===== src/rate_measure_pkg.sv =====
/*
  constants and carrier types for the auto rate measurement block.
  assumes a single 200 MHz clock and an apb slave register port.
*/
package rate_measure_pkg;

  // ****************************************
  // register map (byte addresses)
  // ****************************************
  localparam logic [7:0] ctrl_off = 8'h00;
  localparam logic [7:0] div_low_off = 8'h04;
  localparam logic [7:0] div_high_off = 8'h08;
  localparam logic [7:0] rxbuf_off = 8'h0c;
  localparam logic [7:0] status_off = 8'h10;

  // ****************************************
  // control register fields
  // ****************************************
  localparam int measure_en_bit = 0;
  localparam int wake_en_bit = 1;
  localparam int wide_div_bit = 3;
  localparam int high_speed_bit = 4;
  localparam int sync_mode_bit = 5;
  localparam int rollover_bit = 7;

  // status register fields
  localparam int rx_complete_bit = 0;
  localparam int rx_idle_bit = 1;
  localparam int tx_blocked_bit = 2;
  localparam int measuring_bit = 3;

  // ****************************************
  // reset values and counts
  // ****************************************
  localparam logic [15:0] divisor_reset = 16'h0000;
  localparam logic [15:0] counter_reset = 16'h0000;
  localparam logic [8:0] prescale_reset = 9'h000;
  localparam logic [2:0] edge_reset = 3'h0;
  localparam logic [2:0] last_edge = 3'h5;
  localparam logic [8:0] div512_last = 9'h1ff;
  localparam logic [8:0] div128_last = 9'h07f;
  localparam logic [8:0] div32_last = 9'h01f;

  typedef enum {st_idle, st_wait_start, st_wait_rise, st_count} measure_state_t;

  typedef struct packed {
    logic measure_en;
    logic wake_en;
    logic wide_div;
    logic high_speed;
    logic sync_mode;
  } rate_cfg_t;

endpackage


===== src/uart_auto_baud_detect.sv =====
/*
  auto rate measurement for the serial port unit, with apb register access.
  assumes rx_pin is asynchronous; the receive and transmit datapaths sit
  outside and obey rx_hold and tx_blocked.
*/
// Function
// RULE1 - measure only in asynchronous mode
// RULE2 - sequence starts on a start bit while measurement enabled
// RULE3 - enabling measurement clears the counter, then waits for start bit
// RULE4 - remote sends 55h sync character
// RULE5 - both low and high bit times are timed for averaging
// RULE6 - counting begins at the first rising edge after start bit
// RULE7 - at fifth rising edge count stays in divisor register pair
// RULE8 - measurement enable cleared by hardware at fifth rising edge
// RULE9 - counter wrap from ffff to 0000 sets rollover flag
// RULE10 - hardware sets rollover flag; software may write it either way
// RULE11 - rollover leaves measurement running and enable set
// RULE12 - counter advances at one eighth of normal configured clock (code: pclk/512, /128 or /32; rate generator counts every pclk)
// RULE13 - counter clock is /512, /128 or /32 from the two selects
// RULE14 - both divisor bytes form one 16-bit counter while measuring
// RULE15 - in narrow mode software checks high byte is 00h
// RULE16 - normal receiver held idle during measurement
// RULE17 - receive-complete flag set at fifth rising edge
// RULE18 - reading receive buffer clears receive-complete; value discarded
// RULE19 - with wake-on-break set, measure the character after the break
// RULE20 - software must not write transmit buffer while measuring
// RULE21 - software avoids enabling measurement during transmission
// RULE22 - software keeps incoming rate within measurable range
// RULE23 - after measurement the counter free-runs with captured reload
`timescale 1ns/10ps
module uart_auto_baud_detect (
  // apb
  input wire logic pclk,
  input wire logic presetn,
  input wire logic psel,
  input wire logic penable,
  input wire logic pwrite,
  input wire logic [7:0] paddr,
  input wire logic [31:0] pwdata,
  output logic [31:0] prdata,
  output logic pready,
  output logic pslverr,
  // serial line and datapath hooks
  input wire logic rx_pin,
  input wire logic break_seen,
  output logic rx_hold,
  output logic tx_blocked,
  output logic rate_tick
);

  // ****************************************
  // input sync and edges
  // ****************************************
  logic rx_meta_r, rx_sync_r, rx_prev_r;
  always_ff @(posedge pclk or negedge presetn) begin
    if (!presetn) begin
      rx_meta_r <= 1'b1;
      rx_sync_r <= 1'b1;
      rx_prev_r <= 1'b1;
    end else begin
      rx_meta_r <= rx_pin;
      rx_sync_r <= rx_meta_r;
      rx_prev_r <= rx_sync_r;
    end
  end
  wire logic rx_fall = rx_prev_r & ~rx_sync_r;
  wire logic rx_rise = ~rx_prev_r & rx_sync_r;

  // ****************************************
  // registers
  // ****************************************
  rate_measure_pkg::rate_cfg_t cfg_r;
  rate_measure_pkg::measure_state_t state_r;
  logic [15:0] divisor_r, count_r;
  logic [8:0] pre_r;
  logic [2:0] edges_r;
  logic rollover_r, rx_complete_r, armed_r, break_done_r;

  wire logic apb_acc = psel & penable;
  wire logic wr = apb_acc & pwrite;
  wire logic rd = apb_acc & ~pwrite;
  wire logic ctrl_wr = wr && paddr == rate_measure_pkg::ctrl_off;
  wire logic allowed = ~cfg_r.sync_mode; // RULE1
  wire logic measuring = state_r == rate_measure_pkg::st_count;
  wire logic fifth = measuring && rx_rise
      && edges_r == rate_measure_pkg::last_edge - 3'h1;

  function automatic logic [8:0] pre_last(input logic wide, input logic fast);
    case ({wide, fast})
      2'b00: pre_last = rate_measure_pkg::div512_last; // RULE13
      2'b11: pre_last = rate_measure_pkg::div32_last;
      default: pre_last = rate_measure_pkg::div128_last;
    endcase
  endfunction

  wire logic pre_tick = pre_r == pre_last(cfg_r.wide_div, cfg_r.high_speed);
  wire logic [15:0] count_inc = count_r + 16'h0001;

  // ****************************************
  // control register
  // ****************************************
  always_ff @(posedge pclk or negedge presetn) begin
    if (!presetn) begin
      cfg_r <= '0;
    end else if (ctrl_wr) begin
      cfg_r.measure_en <= pwdata[rate_measure_pkg::measure_en_bit];
      cfg_r.wake_en <= pwdata[rate_measure_pkg::wake_en_bit];
      cfg_r.wide_div <= pwdata[rate_measure_pkg::wide_div_bit];
      cfg_r.high_speed <= pwdata[rate_measure_pkg::high_speed_bit];
      cfg_r.sync_mode <= pwdata[rate_measure_pkg::sync_mode_bit];
    end else if (fifth) begin
      cfg_r.measure_en <= 1'b0; // RULE8
    end
  end

  // ****************************************
  // measurement state machine
  // ****************************************
  // wake-on-break: wait for the break before looking for the start bit
  always_ff @(posedge pclk or negedge presetn) begin
    if (!presetn) begin
      state_r <= rate_measure_pkg::st_idle;
      edges_r <= rate_measure_pkg::edge_reset;
      break_done_r <= 1'b0;
    end else begin
      case (state_r)
        rate_measure_pkg::st_idle: begin
          break_done_r <= 1'b0;
          if (cfg_r.measure_en && allowed) begin
            state_r <= rate_measure_pkg::st_wait_start; // RULE3
          end
        end
        rate_measure_pkg::st_wait_start: begin
          if (cfg_r.wake_en && !break_done_r) begin
            if (break_seen) begin
              break_done_r <= 1'b1; // RULE19
            end
          end else if (rx_fall) begin
            state_r <= rate_measure_pkg::st_wait_rise; // RULE2
          end
          if (!cfg_r.measure_en) begin
            state_r <= rate_measure_pkg::st_idle;
          end
        end
        rate_measure_pkg::st_wait_rise: begin
          if (rx_rise) begin
            state_r <= rate_measure_pkg::st_count; // RULE6
            edges_r <= 3'h1;
          end
          if (!cfg_r.measure_en) begin
            state_r <= rate_measure_pkg::st_idle;
          end
        end
        rate_measure_pkg::st_count: begin
          if (rx_rise) begin
            edges_r <= edges_r + 3'h1; // RULE5
          end
          if (fifth || !cfg_r.measure_en) begin
            state_r <= rate_measure_pkg::st_idle; // RULE7
            edges_r <= rate_measure_pkg::edge_reset;
          end
        end
        default: state_r <= rate_measure_pkg::st_idle;
      endcase
    end
  end

  // ****************************************
  // rate generator / counter
  // ****************************************
  // prescaler gives the measuring clock: pclk divided by 512, 128 or 32 per the two selects
  always_ff @(posedge pclk or negedge presetn) begin
    if (!presetn) begin
      pre_r <= rate_measure_pkg::prescale_reset;
    end else if (!measuring || pre_tick) begin
      pre_r <= rate_measure_pkg::prescale_reset; // RULE12
    end else begin
      pre_r <= pre_r + 9'h001;
    end
  end

  // one 16-bit counter; divisor_r holds the count, so it lands in place
  always_ff @(posedge pclk or negedge presetn) begin
    if (!presetn) begin
      divisor_r <= rate_measure_pkg::divisor_reset;
    end else if (state_r == rate_measure_pkg::st_idle && cfg_r.measure_en && allowed) begin
      divisor_r <= rate_measure_pkg::divisor_reset; // RULE3
    end else if (measuring && pre_tick && !fifth) begin
      divisor_r <= divisor_r + 16'h0001; // RULE14
    end else if (!cfg_r.measure_en && wr && paddr == rate_measure_pkg::div_low_off) begin
      divisor_r[7:0] <= pwdata[7:0];
    end else if (!cfg_r.measure_en && wr && paddr == rate_measure_pkg::div_high_off) begin
      divisor_r[15:8] <= pwdata[7:0];
    end
  end

  // free-running rate generation with the captured reload
  always_ff @(posedge pclk or negedge presetn) begin
    if (!presetn) begin
      count_r <= rate_measure_pkg::counter_reset;
      rate_tick <= 1'b0;
    end else if (cfg_r.measure_en || count_r == divisor_r) begin
      count_r <= rate_measure_pkg::counter_reset; // RULE23
      rate_tick <= ~cfg_r.measure_en;
    end else begin
      count_r <= count_inc;
      rate_tick <= 1'b0;
    end
  end

  // ****************************************
  // flags
  // ****************************************
  wire logic wrap = measuring && pre_tick && !fifth && divisor_r == 16'hffff;
  always_ff @(posedge pclk or negedge presetn) begin
    if (!presetn) begin
      rollover_r <= 1'b0;
    end else if (wrap) begin
      rollover_r <= 1'b1; // RULE9 RULE11
    end else if (ctrl_wr) begin
      rollover_r <= pwdata[rate_measure_pkg::rollover_bit]; // RULE10
    end
  end

  always_ff @(posedge pclk or negedge presetn) begin
    if (!presetn) begin
      rx_complete_r <= 1'b0;
    end else if (fifth) begin
      rx_complete_r <= 1'b1; // RULE17
    end else if (rd && paddr == rate_measure_pkg::rxbuf_off) begin
      rx_complete_r <= 1'b0; // RULE18
    end
  end

  always_ff @(posedge pclk or negedge presetn) begin
    if (!presetn) begin
      rx_hold <= 1'b0;
      tx_blocked <= 1'b0;
      armed_r <= 1'b0;
    end else begin
      armed_r <= cfg_r.measure_en && allowed;
      rx_hold <= (cfg_r.measure_en && allowed) || fifth; // RULE16
      tx_blocked <= cfg_r.measure_en; // RULE20
    end
  end

  // ****************************************
  // apb read side
  // ****************************************
  always_ff @(posedge pclk or negedge presetn) begin
    if (!presetn) begin
      prdata <= 32'h0000_0000;
      pready <= 1'b0;
      pslverr <= 1'b0;
    end else begin
      pready <= psel & ~penable;
      pslverr <= 1'b0;
      prdata <= 32'h0000_0000;
      if (psel && !penable) begin
        case (paddr)
          rate_measure_pkg::ctrl_off: prdata <= {24'h000000, rollover_r, 1'b0,
              cfg_r.sync_mode, cfg_r.high_speed, cfg_r.wide_div, 1'b0,
              cfg_r.wake_en, cfg_r.measure_en};
          rate_measure_pkg::div_low_off: prdata <= {24'h000000, divisor_r[7:0]};
          rate_measure_pkg::div_high_off: prdata <= {24'h000000, divisor_r[15:8]};
          rate_measure_pkg::rxbuf_off: prdata <= 32'h0000_0000;
          rate_measure_pkg::status_off: prdata <= {28'h0000000, measuring,
              cfg_r.measure_en, ~armed_r, rx_complete_r};
          default: pslverr <= 1'b1;
        endcase
      end
    end
  end

  // ****************************************
  // checks
  // ****************************************
  fifth_clears_a: assert property (@(posedge pclk) disable iff (!presetn)
      fifth |=> !cfg_r.measure_en && rx_complete_r) // RULE8
    else $error("fifth edge did not clear enable or set complete");
  wrap_flag_a: assert property (@(posedge pclk) disable iff (!presetn)
      wrap |=> rollover_r && cfg_r.measure_en) // RULE9
    else $error("rollover not trapped");
  hold_rx_a: assert property (@(posedge pclk) disable iff (!presetn)
      measuring |=> rx_hold) // RULE16
    else $error("receiver not held during measurement");
  start_clear_a: assert property (@(posedge pclk) disable iff (!presetn)
      state_r == rate_measure_pkg::st_wait_start |-> divisor_r == 16'h0000) // RULE3
    else $error("counter not cleared before start bit");
  sync_block_a: assert property (@(posedge pclk) disable iff (!presetn)
      cfg_r.sync_mode |-> !measuring) // RULE1
    else $error("measurement in synchronous mode");
  count_hold_a: assert property (@(posedge pclk) disable iff (!presetn)
      state_r == rate_measure_pkg::st_wait_rise |=> $stable(divisor_r)) // RULE6
    else $error("counting before first rising edge");
  rd_clear_a: assert property (@(posedge pclk) disable iff (!presetn)
      rd && paddr == rate_measure_pkg::rxbuf_off && !fifth |=> !rx_complete_r) // RULE18
    else $error("buffer read did not clear complete");
  tick_rate_a: assert property (@(posedge pclk) disable iff (!presetn)
      measuring && pre_tick && !cfg_r.wide_div && !cfg_r.high_speed
      |-> pre_r == rate_measure_pkg::div512_last) // RULE13
    else $error("prescale not divide by 512");

endmodule // uart_auto_baud_detect


===== config.mk =====
export PLATFORM = sky130hd
export DESIGN_NAME = uart_auto_baud_detect
export DESIGN_NICKNAME = d
export VERILOG_FILES = /design/src/rate_measure_pkg.sv /design/src/uart_auto_baud_detect.sv
export SDC_FILE = /design/constraint.sdc
export NUM_CORES = 1
export LEC_CHECK = 0
export ABC_AREA = 1
export BUFFER_PORTS_ARGS = -buffer_cell sky130_fd_sc_hd__buf_2
export CAP_MARGIN = 20
export CORE_MARGIN = 2
export CORE_UTILIZATION = 50
export CTS_CLUSTER_SIZE = 10
export DETAILED_ROUTE_END_ITERATION = 12
export GPL_TIMING_DRIVEN = 0
export PLACE_DENSITY = 0.84
export SYNTH_ARGS = -nofsm -noshare
export SYNTH_HDL_FRONTEND = slang
export SYNTH_SLANG_ARGS = --single-unit

===== constraint.sdc =====
create_clock -name pclk -period 1.6 [get_ports pclk]
set_input_delay 0.16 -clock pclk [delete_from_list [all_inputs] [get_ports pclk]]
set_output_delay 0.16 -clock pclk [all_outputs]
set_load 0.01 [all_outputs]

==> impl_metrics.tcl <==
set metrics [dict create \
    r2r_start "pre_r[0]" \
    rows 33 \
    dp_hpwl_mm 7.66 \
    htree_levels 3 \
    critPathRequiredTime_ns 1.90 \
    drt-initial-drc-count 607 \
    synth.most_common_cell "nand2_1" \
    synth_commonest_cells "nand2_1 (157), dfrtp_1 (68), inv_1 (67)" \
    n_antenna_cell 0 \
    grt_pass1_wl_mm 19.5 \
    portBuffers 35 \
    worstMarginPinSlew_ns 0.905 \
    worstSetupPathType "reg -> reg" \
    min_from "penable" \
    globalRouteOverflowTotal 0 \
    io_pins 84 \
    synthTopCellsByArea "dfrtp_1 (40%), nand2_1 (14%), inv_1 (5.9%)" \
    core_area_sq_um 8260 \
    clockBufferDepth 2 \
    rsz0062_at_grt "true" \
    grt_start_max_net_pins 72 \
    die_h_microns 96.7 \
    ys_warn_count 0 \
    r2r-end "divisor_r[9]" \
    hold_class "in -> reg" \
    status "complete, but fails checks" \
    start_util_pct 52.0 \
    ir_drop_mv 0.543 \
    layout-drive-gt1-share_pct 32.3 \
    cts_buffers 9 \
    synth_cell_types 38 \
    min_period_over_period_pct 112 \
    drv_cap 0 \
    vias 4519 \
    yosysTopAreaCell "dfrtp_1" \
    synth.avg_cell_area_sq_um 7.49 \
    leakage_nw 2.65 \
    grt_pass1_vias 4196 \
    design.final.nets 735 \
    min_period_ns 1.80 \
    ys_async_sr_fraction_pct 100 \
    r2r_slack_ns -0.20 \
    fin_ws_ns -0.196 \
    cts_tree "yes" \
    clk_latency_ns 0.37 \
    skew_ns 0.0238 \
    cp_max_fo 7 \
    cp.arrival_ns 2.10 \
    ant_nets 0 \
    die-area_sq_um 9350 \
    synth-seq-cells 71 \
    slew_headroom_pct 39.6 \
    min_to "pready" \
    syn_inst 573 \
    die_w_microns 96.7 \
    grt_use_total_pct 25.7 \
    finalHoldViolations 0 \
    wl_mm 14.0 \
    synth.cell_area_sq_um 4290 \
    synth_ff_type "dfrtp_1" \
    drt_pass1_iterations 6 \
    place_ws_ns -0.246 \
    min_delay_path_depth 2 \
    drc 0 \
    seq_area_frac_synth_pct 41.5 \
    antenna_found_initial 0 \
    syn_to_final_growth_pct 31.2 \
    cts_sinks 71 \
    endpoint_kind "flip-flop" \
    final_cells 792 \
    dp.cells 736 \
    cts-root-buf "clkbuf_8" \
    clk_pin_slew_worst_paths_ns 0.09 \
    violations "setup timing" \
    r2r_cells 10 \
    gp_congestion 0.946 \
    fmax_ghz 0.557 \
    startpoint_type "flip-flop" \
    synth_top_area_share_pct 39.6 \
    viasPerCell 5.71 \
    wire_per_inst_microns 17.7 \
    setup_viol 17 \
    synth_edf_count 0 \
    slew_viol_final 0 \
    p_per_area_nw_per_um2 1300 \
    final_util_pct 68.2 \
]
## final cells by class
class | count | area [sq um]
tap | 105 | 131
multi-input combinational | 421 | 2420
clock inverter | 6 | 134
fill | 591 | 2620
timing repair buffer | 74 | 509
sequential | 71 | 1790
inverter | 74 | 290
timing repair inverter | 1 | 6.26
clock buffer | 9 | 124
buffer | 31 | 233
## flip-flops by register name (all words and copies together), names as in the netlist, 2 cells and up
signal	flops
edges_r	3
prdata	8
count_r	16
divisor_r	16
cfg_r	5
state_r	2
pre_r	9
## placed cells by master, fill, tap and decap left out, types with 7 or more instances in the layout
| master | n |
|---|---|
| a21oi_1 | 8 |
| buf_2 | 37 |
| buf_4 | 55 |
| buf_6 | 9 |
| clkbuf_8 | 9 |
| conb_1 | 24 |
| dfrtp_1 | 64 |
| inv_1 | 60 |
| inv_2 | 11 |
| nand2_1 | 126 |
| nand2_2 | 29 |
| nand3_1 | 32 |
| nand3_2 | 9 |
| nand4_1 | 9 |
| nor2_1 | 56 |
| nor2_2 | 7 |
| nor2_4 | 10 |
| nor3_1 | 11 |
| o21ai_0 | 11 |
| o21ai_1 | 8 |
| o22ai_1 | 7 |
| xnor2_1 | 12 |
| xor2_1 | 18 |
## critical path, cell delays in order (launching register included)
cell and delay, ns:
dfrtp_1 0.43, ha_4 0.18, nand4_4 0.13, nor2_4 0.20, nand3_4 0.17, buf_6 0.17, nand3_4 0.16, inv_6 0.08
nor2_4 0.10, nand2_1 0.05, nand2_1 0.06
## cell families (layout without fill, tap and decap cells)
| kind of cell | Yosys count | in the layout | share of synthesized area [%] |
|---|---|---|---|
| compound gates | 52 | 52 | 7.26 |
| xor+xnor | 30 | 30 | 6.12 |
| fa+ha+maj | 5 | 5 | 1.46 |
| buf+inv | 107 | 195 | 12.0 |
| flops | 71 | 71 | 41.5 |
| other cells | 1 | 24 | 0.0873 |
| simple gates | 307 | 310 | 31.6 |
## stage by stage
step	hold slack, ns	cell area [sq um]	total power (W)	TNS [ns]
after floorplan	-0.136	4380	0.00389	0
after global placement	0.267	4690	0.00438	-3.17
after detailed placement	0.271	4690	0.00449	-4.04
after CTS	0.00722	5320	0.00673	-0.432
after global routing	0.0109	5640	0.00764	-4.86
final	0.0137	5640	0.00733	-2.39
## power by group
part	internal, W	switching [W]
Clock	0.00119	0.000738
Combinational	0.00112	0.00180
Sequential	0.00211	0.000387
## worst max path at each step
stage	startpoint	to	cells after the start
3_5_place_dp	edges_r[0]	divisor_r[15]	10
2_1_floorplan	edges_r[0]	divisor_r[11]	10
3_3_place_gp	edges_r[0]	divisor_r[15]	10
6_report	pre_r[0]	divisor_r[9]	10
5_1_grt	pre_r[0]	divisor_r[2]	7
4_1_cts	edges_r[0]	divisor_r[2]	9
## per-layer routing
layer	global-route usage, %	vias up	part of all wire (%)
met5	0	-	0
met4	14.1	0	5.6
met3	5.92	93	9.6
met2	42.5	360	49
met1	30.8	2071	35
li1	-	1995	-
## timing repair
item,CTS,global route
hold endpoints to repair,69,0
cloned,3,2
endpoints found under the setup margin,30,32
setup buffers,22,16
pin swaps,12,23
gates resized for setup,38,73
hold buffers,2,0
No activity file was read; power rests on OpenSTA's default activity.
